**config.mk**
```make
export PLATFORM = sky130hd
export DESIGN_NAME = config_access_router
export DESIGN_NICKNAME = d
export VERILOG_FILES = /design/src/hdl/config_access_router_pkg.sv /design/src/hdl/cfg_idsel_decode.sv /design/src/hdl/config_access_router.sv
export VERILOG_INCLUDE_DIRS = /design/src /design/src/hdl
export SDC_FILE = /design/constraint.sdc
export NUM_CORES = 1
export LEC_CHECK = 0
export ABC_AREA = 1
export BUFFER_PORTS_ARGS = -buffer_cell sky130_fd_sc_hd__buf_2
export CORE_MARGIN = 3
export CORE_UTILIZATION = 52
export CTS_BUF_LIST = sky130_fd_sc_hd__clkbuf_8
export CTS_CLUSTER_SIZE = 16
export DETAILED_ROUTE_END_ITERATION = 10
export PLACE_DENSITY = 0.85
export SYNTH_ARGS = -nofsm -noshare
export SYNTH_HDL_FRONTEND = slang
export SYNTH_HIERARCHICAL = 1
export SYNTH_SLANG_ARGS = --single-unit
```
**constraint.sdc**
```tcl
create_clock -name clk -period 2.82 [get_ports clk]
set_input_delay 0.423 -clock clk [delete_from_list [all_inputs] [get_ports clk]]
set_output_delay 0.423 -clock clk [all_outputs]
set_load 0.02 [all_outputs]
```
**src/hdl/config_access_router_defs.svh**
```systemverilog
// Offsets, field positions, reset values and codes of the configuration access router.
`ifndef CONFIG_ACCESS_ROUTER_DEFS_SVH
`define CONFIG_ACCESS_ROUTER_DEFS_SVH

`define CFG_POINTER_ADDR 16'h0CF8
`define CFG_DATA_ADDR 16'h0CFC
`define CFG_POINTER_RESET 32'h0000_0000
`define IO_ADDR_WIDTH 16
`define FULL_DWORD_BE 4'hF

`define PTR_ENABLE_BIT 31
`define PTR_BUS_HI 23
`define PTR_BUS_LO 16
`define PTR_DEV_HI 15
`define PTR_DEV_LO 11
`define PTR_FUNC_HI 10
`define PTR_FUNC_LO 8
`define PTR_REG_HI 7
`define PTR_REG_LO 2

`define ROOT_BUS 8'h00
`define PRIMARY_BUS_RESET 8'h00
`define DEV_HOST_BRIDGE 5'h00
`define DEV_GFX_BRIDGE 5'h01
`define DEV_NET_BRIDGE 5'h03
`define DEV_OVERFLOW 5'h06
`define FUNC_OVERFLOW 3'h0

`define CYCLE_TYPE0_CODE 2'h0
`define CYCLE_TYPE1_CODE 2'h1

`endif

```
**src/hdl/config_access_router_pkg.sv**
```systemverilog
// Types shared by the configuration access router files.
package config_access_router_pkg;

    typedef enum logic [1:0] {
        ST_IDLE = 2'b01,
        ST_WAIT = 2'b10
    } state_e;

    typedef enum logic [3:0] {
        RT_LOCAL = 4'b0001,
        RT_INT = 4'b0010,
        RT_HUB = 4'b0100,
        RT_GFX = 4'b1000
    } route_e;

    typedef enum logic [1:0] {
        FN_HOST = 2'h0,
        FN_GFX = 2'h1,
        FN_NET = 2'h2,
        FN_OVERFLOW = 2'h3
    } int_fn_e;

endpackage : config_access_router_pkg

```
**src/hdl/cfg_idsel_decode.sv**
```systemverilog
// One-hot device select for type 0 cycles on the graphics port.
`timescale 1ns/1ps
module cfg_idsel_decode #(
    parameter int SEL_WIDTH = 16
) (
    input wire logic [4:0] devNum,
    output logic [SEL_WIDTH-1:0] idsel
);

    // Device numbers with the top bit set fall outside the select lines and drive none.
    genvar i;
    generate
        for (i = 0; i < SEL_WIDTH; i = i + 1) begin : g_sel
            assign idsel[i] = (devNum == 5'(i));
        end
    endgenerate

endmodule : cfg_idsel_decode

```
**src/hdl/config_access_router.sv**
```systemverilog
// Configuration access router: decodes processor I/O cycles and routes configuration cycles.
//
// Function
// - Pointer register decoded at I/O 0CF8h, doubleword.
// - Data window decoded at I/O 0CFCh; byte enables select 0CFCh to 0CFFh.
// - Configuration cycles only while pointer bit 31 set.
// - Window gives byte-granular access to selected doubleword.
// - Each window access with bit 31 set becomes a configuration cycle.
// - Bus number from bits 23:16; device decoded.
// - Bus number zero targets bus 0 devices.
// - Bus 0 device 0 selects host bridge.
// - Bus 0 device 1 selects graphics bridge.
// - Bus 0 device 3 selects network bridge.
// - Bus 0 device 6 function 0 selects overflow.
// - Hub devices and expansion buses use hub link.
// - Graphics routing uses bridge bus number range.
// - Bus outside graphics range: hub-link type 1 request.
// - Hub-link type 1 address bits 1:0 are 01.
// - Pointer bits 31:2 copied into hub request address.
// - Eight functions, 256 byte registers each.
// - Partial pointer access forwarded as hub I/O cycle.
// - Secondary bus match: graphics type 0, one-hot select.
// - Bus within secondary and subordinate: graphics type 1.
// - Graphics bridge primary bus number fixed zero.
`timescale 1ns/1ps
`include "config_access_router_defs.svh"
module config_access_router (
    input wire logic clk,
    input wire logic reset_n,
    input wire logic ioReq,
    input wire logic ioWrite,
    input wire logic [15:0] ioAddr,
    input wire logic [3:0] ioByteEn,
    input wire logic [31:0] ioWrData,
    output logic ioDone,
    output logic [31:0] ioRdData,
    output logic intReq,
    output logic intWrite,
    output logic [1:0] intFunction,
    output logic [2:0] intFuncNum,
    output logic [5:0] intRegNum,
    output logic [3:0] intByteEn,
    output logic [31:0] intWrData,
    input wire logic intAck,
    input wire logic [31:0] intRdData,
    output logic hubReq,
    output logic hubConfig,
    output logic hubWrite,
    output logic [31:0] hubAddr,
    output logic [3:0] hubByteEn,
    output logic [31:0] hubWrData,
    input wire logic hubAck,
    input wire logic [31:0] hubRdData,
    output logic gfxReq,
    output logic gfxType1,
    output logic gfxWrite,
    output logic [31:0] gfxAddr,
    output logic [3:0] gfxByteEn,
    output logic [31:0] gfxWrData,
    input wire logic gfxAck,
    input wire logic [31:0] gfxRdData,
    input wire logic [7:0] secondaryBus,
    input wire logic [7:0] subordinateBus,
    output logic [7:0] primaryBus,
    output logic cfgEnabled
);

    config_access_router_pkg::state_e state;
    config_access_router_pkg::route_e route;
    config_access_router_pkg::route_e next_route;
    config_access_router_pkg::int_fn_e next_intFunction;
    logic [31:0] cfgPointer;
    logic [31:0] next_addr;
    logic next_config;
    logic next_type1;
    logic ptrHit;
    logic dataHit;
    logic fullDword;
    logic [7:0] busNum;
    logic [4:0] devNum;
    logic [2:0] fnNum;
    logic [15:0] idsel;
    logic accept;
    logic targetAck;

    assign accept = ioReq && (state == config_access_router_pkg::ST_IDLE);

    // Field extraction; the function and register fields address 8 x 64 doublewords.
    assign busNum = cfgPointer[`PTR_BUS_HI:`PTR_BUS_LO];
    assign devNum = cfgPointer[`PTR_DEV_HI:`PTR_DEV_LO];
    assign fnNum = cfgPointer[`PTR_FUNC_HI:`PTR_FUNC_LO];

    cfg_idsel_decode #(
        .SEL_WIDTH(16)
    ) u_idsel (
        .devNum(devNum),
        .idsel(idsel)
    );

    always_comb begin
        ptrHit = (ioAddr == `CFG_POINTER_ADDR);
        dataHit = (ioAddr == `CFG_DATA_ADDR);
        fullDword = (ioByteEn == `FULL_DWORD_BE);
        next_route = config_access_router_pkg::RT_HUB;
        next_intFunction = config_access_router_pkg::FN_HOST;
        next_config = 1'b0;
        next_type1 = 1'b0;
        next_addr = {16'h0000, ioAddr};
        if (ptrHit && fullDword) begin
            next_route = config_access_router_pkg::RT_LOCAL;
        end else if (dataHit && cfgPointer[`PTR_ENABLE_BIT]) begin
            // Window accesses become configuration cycles only here.
            next_config = 1'b1;
            if (busNum == `ROOT_BUS) begin
                // Bus 0: internal functions first, the rest belongs to the hub.
                next_route = config_access_router_pkg::RT_INT;
                next_addr = {cfgPointer[31:2], `CYCLE_TYPE0_CODE};
                case (devNum)
                    `DEV_HOST_BRIDGE: begin
                        next_intFunction = config_access_router_pkg::FN_HOST;
                    end
                    `DEV_GFX_BRIDGE: begin
                        next_intFunction = config_access_router_pkg::FN_GFX;
                    end
                    `DEV_NET_BRIDGE: begin
                        next_intFunction = config_access_router_pkg::FN_NET;
                    end
                    `DEV_OVERFLOW: begin
                        if (fnNum == `FUNC_OVERFLOW) begin
                            next_intFunction = config_access_router_pkg::FN_OVERFLOW;
                        end else begin
                            next_route = config_access_router_pkg::RT_HUB;
                        end
                    end
                    default: begin
                        next_route = config_access_router_pkg::RT_HUB;
                    end
                endcase
            end else if (busNum == secondaryBus) begin
                // Type 0 on the graphics port: select lines above, function and register below.
                next_route = config_access_router_pkg::RT_GFX;
                next_addr = {idsel, 5'h00, cfgPointer[10:2], `CYCLE_TYPE0_CODE};
            end else if ((busNum > secondaryBus) && (busNum <= subordinateBus)) begin
                next_route = config_access_router_pkg::RT_GFX;
                next_type1 = 1'b1;
                next_addr = {8'h00, cfgPointer[23:2], `CYCLE_TYPE1_CODE};
            end else begin
                // Below secondary or above subordinate: the hub resolves the rest.
                next_route = config_access_router_pkg::RT_HUB;
                next_type1 = 1'b1;
                next_addr = {cfgPointer[31:2], `CYCLE_TYPE1_CODE};
            end
        end
        // Anything else, including byte or word pointer accesses and window accesses
        // with the enable clear, falls through as a plain hub I/O cycle.
    end

    always_comb begin
        case (route)
            config_access_router_pkg::RT_INT: targetAck = intAck;
            config_access_router_pkg::RT_HUB: targetAck = hubAck;
            config_access_router_pkg::RT_GFX: targetAck = gfxAck;
            default: targetAck = 1'b0;
        endcase
    end

    // Pointer register; only a full doubleword write to its address loads it.
    always_ff @(posedge clk or negedge reset_n) begin
        if (!reset_n) begin
            cfgPointer <= `CFG_POINTER_RESET;
        end else if (accept && ioWrite && (next_route == config_access_router_pkg::RT_LOCAL)) begin
            cfgPointer <= ioWrData;
        end
    end

    always_ff @(posedge clk or negedge reset_n) begin
        if (!reset_n) begin
            cfgEnabled <= 1'b0;
        end else begin
            cfgEnabled <= cfgPointer[`PTR_ENABLE_BIT];
        end
    end

    // The primary bus of the graphics bridge is bus 0 and has no write path.
    always_ff @(posedge clk or negedge reset_n) begin
        if (!reset_n) begin
            primaryBus <= `PRIMARY_BUS_RESET;
        end else begin
            primaryBus <= `PRIMARY_BUS_RESET;
        end
    end

    // Transaction sequencing: one cycle outstanding at a time.
    always_ff @(posedge clk or negedge reset_n) begin
        if (!reset_n) begin
            state <= config_access_router_pkg::ST_IDLE;
            route <= config_access_router_pkg::RT_LOCAL;
        end else begin
            case (state)
                config_access_router_pkg::ST_IDLE: begin
                    if (accept) begin
                        route <= next_route;
                        if (next_route != config_access_router_pkg::RT_LOCAL) begin
                            state <= config_access_router_pkg::ST_WAIT;
                        end
                    end
                end
                config_access_router_pkg::ST_WAIT: begin
                    if (targetAck) begin
                        state <= config_access_router_pkg::ST_IDLE;
                    end
                end
                default: begin
                    state <= config_access_router_pkg::ST_IDLE;
                end
            endcase
        end
    end

    // Internal configuration functions. Byte enables pass unchanged.
    always_ff @(posedge clk or negedge reset_n) begin
        if (!reset_n) begin
            intReq <= 1'b0;
            intWrite <= 1'b0;
            intFunction <= 2'h0;
            intFuncNum <= 3'h0;
            intRegNum <= 6'h00;
            intByteEn <= 4'h0;
            intWrData <= 32'h0000_0000;
        end else if (accept && (next_route == config_access_router_pkg::RT_INT)) begin
            intReq <= 1'b1;
            intWrite <= ioWrite;
            intFunction <= next_intFunction;
            intFuncNum <= fnNum;
            intRegNum <= cfgPointer[`PTR_REG_HI:`PTR_REG_LO];
            intByteEn <= ioByteEn;
            intWrData <= ioWrData;
        end else if (intAck) begin
            intReq <= 1'b0;
        end
    end

    // Hub link: configuration requests and forwarded I/O cycles.
    always_ff @(posedge clk or negedge reset_n) begin
        if (!reset_n) begin
            hubReq <= 1'b0;
            hubConfig <= 1'b0;
            hubWrite <= 1'b0;
            hubAddr <= 32'h0000_0000;
            hubByteEn <= 4'h0;
            hubWrData <= 32'h0000_0000;
        end else if (accept && (next_route == config_access_router_pkg::RT_HUB)) begin
            hubReq <= 1'b1;
            hubConfig <= next_config;
            hubWrite <= ioWrite;
            hubAddr <= next_addr;
            hubByteEn <= ioByteEn;
            hubWrData <= ioWrData;
        end else if (hubAck) begin
            hubReq <= 1'b0;
        end
    end

    // Graphics port configuration cycles.
    always_ff @(posedge clk or negedge reset_n) begin
        if (!reset_n) begin
            gfxReq <= 1'b0;
            gfxType1 <= 1'b0;
            gfxWrite <= 1'b0;
            gfxAddr <= 32'h0000_0000;
            gfxByteEn <= 4'h0;
            gfxWrData <= 32'h0000_0000;
        end else if (accept && (next_route == config_access_router_pkg::RT_GFX)) begin
            gfxReq <= 1'b1;
            gfxType1 <= next_type1;
            gfxWrite <= ioWrite;
            gfxAddr <= next_addr;
            gfxByteEn <= ioByteEn;
            gfxWrData <= ioWrData;
        end else if (gfxAck) begin
            gfxReq <= 1'b0;
        end
    end

    // Processor answer. A pointer access completes one edge after it is taken;
    // routed cycles complete one edge after the target acknowledges.
    always_ff @(posedge clk or negedge reset_n) begin
        if (!reset_n) begin
            ioDone <= 1'b0;
            ioRdData <= 32'h0000_0000;
        end else begin
            ioDone <= 1'b0;
            if (accept && (next_route == config_access_router_pkg::RT_LOCAL)) begin
                ioDone <= 1'b1;
                if (!ioWrite) begin
                    ioRdData <= cfgPointer;
                end
            end else if ((state == config_access_router_pkg::ST_WAIT) && targetAck) begin
                ioDone <= 1'b1;
                // The held request's write flag decides, since the processor inputs may have moved on.
                case (route)
                    config_access_router_pkg::RT_INT: ioRdData <= intWrite ? ioRdData : intRdData;
                    config_access_router_pkg::RT_HUB: ioRdData <= hubWrite ? ioRdData : hubRdData;
                    config_access_router_pkg::RT_GFX: ioRdData <= gfxWrite ? ioRdData : gfxRdData;
                    default: ioRdData <= ioRdData;
                endcase
            end
        end
    end

endmodule : config_access_router

```
* After elaboration in Yosys (flattened, before gate mapping)
Cells that the tools add are included.
Cells by class: $add $sub $neg 0, multiply operators 0, divide/modulo/power cells 0, order comparisons 2, eq/ne operators 36, shift operators 0, muxes and demuxes 43, bitwise gates (word level) 0, reductions and logical operators 23
Operators with widths (count):
- $mux W32 | 11
- $pmux W32 S3 | 1
- $eq A5 B4 Y1 const B | 8
- $eq A16 B12 Y1 const B | 2
- $eq A5 B3 Y1 const B | 4
- $mux W4 | 5
- $mux W1 | 14
- $mux W2 | 7
- $eq A4 B4 Y1 const B | 3
- $logic_and A1 B1 Y1 | 11
- $eq A5 B2 Y1 const B | 2
- $ne A3 B3 Y1 const B | 3
- $eq A4 B2 Y1 const B | 2
- $eq A4 B3 Y1 const B | 2
- $eq A8 B8 Y1 | 1
- $gt A8 B8 Y1 | 1
- $le A8 B8 Y1 | 1
- $logic_not A8 Y1 | 1
- $reduce_bool A2 Y1 | 4
- $ne A2 B2 Y1 const B | 3
- $pmux W2 S3 | 1
- $pmux W3 S2 | 1
- $reduce_and A6 Y1 | 1
- $eq A5 B1 Y1 const B | 1
- other kinds (14) | 14
Storage, ports and cells: bits in registers 263, latch bits 0, memory bits (writable) 0, ROM bits 0, bits of input ports 171, output and inout port bits 233, logic and storage cells 129, memories kept 0

* Logic depth before layout (Yosys ltp)
Gate-level depths: netlist of run 1.
word-level depth 11, depth in mapped cells 18, gate-level depth less buffers 17

* Modules after synthesis
The synthesis of run 1 kept the hierarchy.
Modules (own cells, without submodules):
- config_access_router | instances 1, cells each 1416, area an instance 11772.5 um^2, sequential area each 6583.8 um^2
- cfg_idsel_decode | instances 1, cells each 35, area an instance 137.6 um^2, sequential area each 0.0 um^2

* Least setup slack after synthesis of run 1
OpenSTA, ideal clock, no wires.
kind input to register, from input port secondaryBus[7], to register route[2], library setup time 0.134 ns, arrival 1.952 ns, required time 2.686 ns, slack 0.734 ns, stages 13, buffers on the path 2, cells stage by stage inv_1 -> ha_1 -> nand2_1 -> nor2_1 -> nand2_2 -> nor2_4 -> inv_2 -> nand2_2 -> nand2_1 -> nand3_1 -> buf_2 -> buf_4 -> o21ai_0
Between the ends: cells in the longest elaborated chain, start to end 7, elaborated cells between the ends (all ways) 8, those cells by class 1 x order compare; 1 x eq/ne; 5 x mux; 1 x reduce/logical
Ends and longest elaborated chain:
- start, declared | line config_access_router.sv:62 | input wire logic [7:0] secondaryBus,
- $gt A8 B8 Y1 | line config_access_router.sv:143 | end else if ((busNum > secondaryBus) && (busNum <= subordinateBus)) begin
- $logic_and A1 B1 Y1 | line config_access_router.sv:143
- $mux W4 | line config_access_router.sv:143
- $mux W4 * | line config_access_router.sv:139 | end else if (busNum == secondaryBus) begin
- $mux W4 * | line config_access_router.sv:114 | if (busNum == `ROOT_BUS) begin
- $mux W4 * | line config_access_router.sv:111 | end else if (dataHit && cfgPointer[`PTR_ENABLE_BIT]) begin
- $mux W4 * | line config_access_router.sv:109 | if (ptrHit && fullDword) begin
- end signal, assigned | line config_access_router.sv:197 | route <= config_access_router_pkg::RT_LOCAL;
- end signal, assigned | line config_access_router.sv:202 | route <= next_route;
- end, declared | line config_access_router.sv:69 | config_access_router_pkg::route_e route;
Mark *: on every way between the ends. The rest lies on a longest branch, timed or not. A chain may end at the register's enable or synchronous reset.

* Worst setup path after layout of run 1
from register cfgPointer[23], to register hubWrData[30]
Between the ends: cells in the longest elaborated chain, start to end 9, elaborated cells between the ends (all ways) 12, those cells by class 2 x order compare; 2 x eq/ne; 5 x mux; 3 x reduce/logical
Ends and longest elaborated chain:
- start, declared | line config_access_router.sv:72 | logic [31:0] cfgPointer;
- start signal, assigned | line config_access_router.sv:170 | cfgPointer <= `CFG_POINTER_RESET;
- start signal, assigned | line config_access_router.sv:172 | cfgPointer <= ioWrData;
- $gt A8 B8 Y1 or $le A8 B8 Y1 (tied branches) | line config_access_router.sv:143
- $logic_and A1 B1 Y1 | line config_access_router.sv:143
- $mux W4 | line config_access_router.sv:143
- $mux W4 | line config_access_router.sv:139
- $mux W4 * | line config_access_router.sv:114
- $mux W4 * | line config_access_router.sv:111
- $mux W4 * | line config_access_router.sv:109
- $eq A4 B3 Y1 * | line config_access_router.sv:252 | end else if (accept && (next_route == config_access_router_pkg::RT_HUB)) begin
- $logic_and A1 B1 Y1 * | line config_access_router.sv:252
- end signal, assigned | line config_access_router.sv:258 | hubWrData <= ioWrData;
- end, declared | line config_access_router.sv:51 | output logic [31:0] hubWrData,
Marks and branches as above.

==> reports/qor.txt, run 1 <==
RUN STATUS
----------------------------------------------------------------------------------------
Status                                                                         completed

ROUTE
----------------------------------------------------------------------------------------
Number of design rule violations left after detail routing                             0
Number of iterations in the first detailed-routing pass                                6
Vias per cell                                                                       5.38
Detailed route wirelength on metal3                                              4.15 mm
Total via count after detailed routing                                             11.6k
Average routed wire per standard cell                                            18.3 um
DRC violation total after the first TritonRoute iteration                           1080
Wire length on met1                                                              15.4 mm
Wirelength, routed                                                               39.5 mm
Detailed route wirelength on metal2                                              18.6 mm
Number of nets with antenna violations after detailed routing                          0
Highest metal used                                                                  met4

GLOBAL ROUTING
----------------------------------------------------------------------------------------
Via count of the first global-routing pass                                         11.3k
Wire length of the first global-routing pass                                     60.6 mm
Initial antenna violation count                                                        2
Gr ovfl total                                                                          0
Maximum number of pins on one net before global-route repair                         111
Global Route Usage Sum                                                             0.315

FLOORPLAN
----------------------------------------------------------------------------------------
Die area                                                                    0.0248 sq mm
Site Rows                                                                             54
Starting density of the core                                                       0.537
Number of top-level pins                                                             404
Core Footprint                                                              0.0222 sq mm
Die height                                                                        157 um
Die outline width                                                                 157 um

CRITICAL PATH
----------------------------------------------------------------------------------------
Largest fanout on the critical path                                                  110
Crit-path slowest cell                                                      sky130_fd_sc_hd__dfrtp_1
Critical Setup Path Class                                                   register to register
Register-to-register setup slack                                                  270 ps
Kind of cell adding the most delay to the critical path                     simple AND/OR/NAND/NOR gates
Type of origin of the critical path                                             register
Critical path buffers and inverters                                                    1
Slowest cell delay on critical path                                               510 ps
Most repeated library cell on the critical path                             sky130_fd_sc_hd__nand2_1
Required time at the worst-slack endpoint                                        3270 ps
Nature of the critical path endpoint                                            register
Ordered list of cells on the worst path                                     ha_1 > nand2_1 > nor2_1 > nand2_1 > a21oi_1 > nand2_2 > nand2_2 > nand2_1 > nand3_4 > buf_12 > nand2_1 > o21ai_0
Arrival time at the worst endpoint                                               3000 ps

POWER
----------------------------------------------------------------------------------------
Power Total                                                                      11.3 mW
Total power divided by cell area                                             748 mW/mm^2
Peak ir drop on the vdd network                                               0.000434 V
Leakage Power                                                                    8.43 nW

FINAL LAYOUT
----------------------------------------------------------------------------------------
Area added between synthesis and finish                                            26.4%
Non-filler cells in the finished layout                                             2161
Commonest cells after routing, fill and taps aside                          556 x sky130_fd_sc_hd__nand2_1, 394 x sky130_fd_sc_hd__buf_2, 261 x sky130_fd_sc_hd__dfrtp_1, 199 x sky130_fd_sc_hd__o21ai_0, 118 x sky130_fd_sc_hd__inv_1
Nets                                                                                2036
Count of filler cells inserted in the layout                                        1800
Proportion of layout cells with a drive suffix above 1                             0.276
Commonest non-fill, non-tap cell in the layout                              sky130_fd_sc_hd__nand2_1
Post-Route Utilization                                                             0.680

STA
----------------------------------------------------------------------------------------
Worst-Margin Slew                                                                 663 ps
Unrepaired setup endpoints after global routing                                    false
Number of hold violations in the final report                                          0
Portion of the clock cycle consumed by the worst path in the final layout          0.904
Highest clock rate                                                               392 MHz
Final worst slack                                                                 271 ps
Count of final max-slew check failures                                                 0
Worst-case clock skew                                                            17.9 ps
Final number of setup-violating endpoints                                              0
Final critical path time including I/O delays and setup                          2550 ps
Final total negative setup slack                                                    0 ps
Headroom to the max-slew limit                                                     0.558

RUN
----------------------------------------------------------------------------------------
Number of maximum-capacitance violations                                               0

LOGIC SYNTHESIS
----------------------------------------------------------------------------------------
Number of instances in the synthesized netlist                                      1451
FF+latch count, synth                                                                263
Average cell area after synthesis                                             8.21 sq um
Number of different library cells in the post-synthesis netlist                       35
Cell area after synthesis                                                   0.0119 sq mm
Count of yosys warnings during synthesis                                               6
Sequential fraction of the synthesis area                                          0.553

CLOCKING
----------------------------------------------------------------------------------------
Total of cells resized after clock tree synthesis                                      0
Clock transition at the registers of the reported paths                            60 ps
Hold buffers post-CTS                                                                  1
Clk buf depth                                                                          3
Clock Latency Late Sink                                                           550 ps
CTS root buffer                                                             sky130_fd_sc_hd__clkbuf_8
# Post-CTS Setup Buffers                                                               0
Count of H-tree levels built during CTS                                                2
Clock sinks                                                                          263
Number of buffers created by CTS                                                      44
TritonCTS clock tree                                                                 yes

PLACED DESIGN
----------------------------------------------------------------------------------------
Dpl cells                                                                           2082
Worst slack after detailed placement                                              334 ps
Placer congestion estimate                                                         0.994
Count of buffers inserted at the top-level ports                                     395
HPWL Detailed                                                                    29.6 mm

MIN PATH
----------------------------------------------------------------------------------------
Worst hold path type                                                        input pin to register

-- cells in the mapped netlist (all sizes together) --
master / count / area (sq um)
nand2: 562 / 2120
dfrtp: 261 / 6530
o21ai: 237 / 1210
inv: 104 / 390
nand3: 75 / 375
nor2: 55 / 231
buf: 49 / 309
clkbuf: 30 / 113
a21oi: 16 / 80.1
ha: 16 / 200
nor3: 13 / 87.6
or2: 9 / 56.3
nand4: 7 / 50.1
o31ai: 5 / 37.5
nor4: 3 / 18.8
dfstp: 2 / 52.6
a21o: 1 / 7.51
and3b: 1 / 8.76
clkinv: 1 / 3.75
conb: 1 / 3.75
o211ai: 1 / 7.51
o21a: 1 / 7.51
o21bai: 1 / 7.51
-- path summary, 6_finish.rpt --
kind / startpoint / to / depth (start not counted)
min in group asynchronous: reset_n / gfxWrData[8] / 2
max reg2reg: cfgPointer[23] / hubWrData[30] / 12
max in group asynchronous: reset_n / hubWrData[17] / 3
min: gfxAck / gfxReq / 2
max: cfgPointer[23] / hubWrData[30] / 12
min reg2reg: ioRdData[2] / ioRdData[2] / 2
-- state kept, by name (all words and copies together), names as in the netlist, 2 cells and up --
signal and cells:
cfgPointer 32, gfxByteEn 4, intFuncNum 3, intByteEn 4
intWrData 32, state 2, gfxWrData 32, hubAddr 32
route 4, hubWrData 32, intFunction 2, ioRdData 32
gfxAddr 32, intRegNum 6, hubByteEn 4
-- per-layer routing --
metal | vias to the layer above | GRT usage
li1 | 5415 | -
met1 | 5407 | 0.410
met2 | 686 | 0.512
met3 | 110 | 0.0817
met4 | 0 | 0.121
met5 | - | 0
-- cell type report --
cell class                 instances  area [sq um]  share of cell area
inverter                         105           394              0.0262
tap                              280           350              0.0233
timing repair buffer             424          2280               0.152
clock buffer                      54           743              0.0494
antenna                            2          5.00            0.000332
clock inverter                    22           125             0.00831
multi-input combinational       1011          4580               0.304
sequential                       263          6580               0.437
-- through the flow --
| step | hold slack [ps] | area, sq um |
|---|---|---|
| after floorplan | 127 | 11900 |
| after global placement | 444 | 14200 |
| after detailed placement | 455 | 14200 |
| after CTS | 66.5 | 15100 |
| after global routing | 74.5 | 15100 |
| final | 93.2 | 15100 |
-- kinds of logic after synthesis --
kind of cell	share of synthesized area
buffers and inverters	0.0685
other	0.000315
adder cells (fa/ha/maj)	0.0168
flip-flops	0.553
AND/OR/NAND/NOR	0.248
AO/OA/AOI/OAI	0.114
-- report_power, final --
part / switching (mW) / total (mW) / internal [mW]
clock: 1.55 / 3.37 / 1.82
sequential: 0.341 / 4.69 / 4.35
combinational: 2.16 / 3.20 / 1.04
Power figures use the tool's default switching activity.
==> run 2: changes to the inputs <==
Clock period 2.82 ns to 2.8 ns, I/O delays scaled along.
==> run 2 against run 1 <==
Cell count about the same; critical path depth unchanged; global-route usage up 0.33 points; sequential cell count unchanged; fmax down 2.2%; utilization up 0.50 points; largest cell class unchanged; largest power group unchanged; highest routed layer unchanged.
==> reports/qor.txt, run 2 (synthesis results as in run 1) <==
ROUTE
----------------------------------------------------------------------------------------
DRC violation total after the first TritonRoute iteration                           1100
Number of design rule violations left after detail routing                             0
Number of nets with antenna violations after detailed routing                          0
Total via count after detailed routing                                             11.7k
Vias per cell                                                                       5.39
Average routed wire per standard cell                                            18.6 um
Wirelength, routed                                                               40.2 mm
Number of iterations in the first detailed-routing pass                                8

PLACED DESIGN
----------------------------------------------------------------------------------------
HPWL Detailed                                                                    29.8 mm
Worst slack after detailed placement                                              261 ps
Placed standard-cell area                                                   0.0142 sq mm
Placer congestion estimate                                                          1.05
Count of buffers inserted at the top-level ports                                     395
Dpl cells                                                                           2084

CRITICAL PATH
----------------------------------------------------------------------------------------
Slowest cell delay on critical path                                               510 ps
Critical Path Start                                                         cfgPointer[23]
Required time at the worst-slack endpoint                                        3260 ps
Critical Setup Path Class                                                   register to register
Arrival time at the worst endpoint                                               3070 ps
Kind of cell adding the most delay to the critical path                     simple AND/OR/NAND/NOR gates
Most repeated library cell on the critical path                             sky130_fd_sc_hd__nand2_1
Type of origin of the critical path                                             register
Register-to-register setup slack                                                  190 ps
Worst setup endpoint                                                        hubWrData[28]
Ordered list of cells on the worst path                                     ha_1 > nand2_1 > nor2_1 > nand4_1 > nand2_1 > nand2_2 > nand2_2 > nand2_1 > nand3_4 > buf_12 > nand2_1 > o21ai_1
Number of gates on the worst path with buffers counted                                12
Endpoint of the worst-slack reg-to-reg timing path                          hubWrData[28]
Nature of the critical path endpoint                                            register
Worst reg2reg startpoint                                                    cfgPointer[23]
Crit-path slowest cell                                                      sky130_fd_sc_hd__dfrtp_1
Largest fanout on the critical path                                                   72
Critical path buffers and inverters                                                    1
Length in cells of the worst reg-to-reg path                                          12

RUN STATUS
----------------------------------------------------------------------------------------
Status                                                                         completed

GLOBAL ROUTING
----------------------------------------------------------------------------------------
Global Route Usage Sum                                                             0.319
Maximum number of pins on one net before global-route repair                         101
Gr ovfl total                                                                          0
Initial antenna violation count                                                        2
Wire length of the first global-routing pass                                     61.1 mm
Via count of the first global-routing pass                                         11.3k

FLOORPLAN
----------------------------------------------------------------------------------------
Number of top-level pins                                                             404
Die outline width                                                                 157 um
Die height                                                                        157 um
Core Footprint                                                              0.0222 sq mm
Starting density of the core                                                       0.537
Site Rows                                                                             54
Die area                                                                    0.0248 sq mm

POWER
----------------------------------------------------------------------------------------
Power Total                                                                      11.7 mW
Peak ir drop on the vdd network                                               0.000515 V
Total power divided by cell area                                             771 mW/mm^2
Leakage Power                                                                    8.47 nW

RUN
----------------------------------------------------------------------------------------
Number of maximum-capacitance violations                                               0

FINAL LAYOUT
----------------------------------------------------------------------------------------
Final standard cell area without fillers                                    0.0152 sq mm
Proportion of layout cells with a drive suffix above 1                             0.280
Count of filler cells inserted in the layout                                        1789
Commonest cells after routing, fill and taps aside                          556 x sky130_fd_sc_hd__nand2_1, 394 x sky130_fd_sc_hd__buf_2, 261 x sky130_fd_sc_hd__dfrtp_1, 198 x sky130_fd_sc_hd__o21ai_0, 110 x sky130_fd_sc_hd__inv_1
Nets                                                                                2037
Area added between synthesis and finish                                            27.4%
Commonest non-fill, non-tap cell in the layout                              sky130_fd_sc_hd__nand2_1
Non-filler cells in the finished layout                                             2162

CLOCKING
----------------------------------------------------------------------------------------
Number of buffers created by CTS                                                      43
CTS root buffer                                                             sky130_fd_sc_hd__clkbuf_8
Clock sinks                                                                          263
Clock Latency Late Sink                                                           550 ps
Clk buf depth                                                                          3
Count of H-tree levels built during CTS                                                2
# Post-CTS Setup Buffers                                                               0
TritonCTS clock tree                                                                 yes
Clock transition at the registers of the reported paths                            70 ps

STA
----------------------------------------------------------------------------------------
Number of hold violations in the final report                                          0
Final-layout worst hold slack                                                     112 ps
Unrepaired setup endpoints after global routing                                     true
Final worst slack                                                                 194 ps
Headroom to the max-slew limit                                                     0.612
Worst-case clock skew                                                            27.6 ps
Highest clock rate                                                               384 MHz
Portion of the clock cycle consumed by the worst path in the final layout          0.931
Final critical path time including I/O delays and setup                          2610 ps
Final number of setup-violating endpoints                                              0
Worst-Margin Slew                                                                 576 ps
Count of final max-slew check failures                                                 0

MIN PATH
----------------------------------------------------------------------------------------
Worst hold path type                                                        input pin to register

-- run 2: cell count changes in the layout (fill, tap and decap cells not counted), sizes merged --
cell	change
inv	-9
clkinv	+4
bufinv	+3
buf	+2
clkbuf	+2
clkinvlp	-1
-- run 2: where the power goes --
group,switching (mW),internal [mW]
sequential,0.366,4.38
clock,1.53,2.16
combinational,2.20,1.06
-- run 2: area by class of cell --
class	instances	area, sq um	share of cell area
Clock inverter	19	193	0.0127
Inverter	105	394	0.0260
Timing Repair Buffer	426	2300	0.151
Clock buffer	56	771	0.0508
Tap cell	280	350	0.0231
Sequential cell	263	6580	0.434
Multi-Input combinational cell	1011	4580	0.302
Antenna cell	2	5.00	0.000330
-- run 2: timing repair --
item                                    CTS  global route
hold endpoints to repair                 55             0
hold buffers                              1             0
gates resized for setup                   0             1
endpoints found under the setup margin    0             1
-- run 2: through the flow --
step                      TNS, ps  utilization
after floorplan                 0            -
after global placement          0        0.640
after detailed placement        0        0.640
after CTS                       0        0.684
after global routing        -6.73        0.685
final                           0        0.685
-- run 2: how the worst min path moves through the flow --
stage	startpoint	end	cells after the start
finish	ioAddr[1]	hubAddr[1]	3
global route	gfxAck	gfxReq	2
CTS	ioAddr[1]	hubAddr[1]	3
detailed placement	reset_n	intWrData[8]	1
global placement	reset_n	intWrData[11]	1
floorplan	reset_n	cfgEnabled	0
-- run 2: worst reg2reg max path: stages (launching register included) --
cell	delay, ps
sky130_fd_sc_hd__dfrtp_1	510
sky130_fd_sc_hd__ha_1	370
sky130_fd_sc_hd__nand2_1	70
sky130_fd_sc_hd__nor2_1	170
sky130_fd_sc_hd__nand4_1	110
sky130_fd_sc_hd__nand2_1	120
sky130_fd_sc_hd__nand2_2	130
sky130_fd_sc_hd__nand2_2	180
sky130_fd_sc_hd__nand2_1	160
sky130_fd_sc_hd__nand3_4	180
sky130_fd_sc_hd__buf_12	270
sky130_fd_sc_hd__nand2_1	150
sky130_fd_sc_hd__o21ai_1	120
-- run 2: layer usage --
metal | global-route usage | part of all wire | up-vias
met2 | 0.512 | 0.47 | 688
met1 | 0.415 | 0.40 | 5430
li1 | - | - | 5416
met4 | 0.144 | 0.043 | 0
met3 | 0.0748 | 0.094 | 124
met5 | 0 | 0 | -
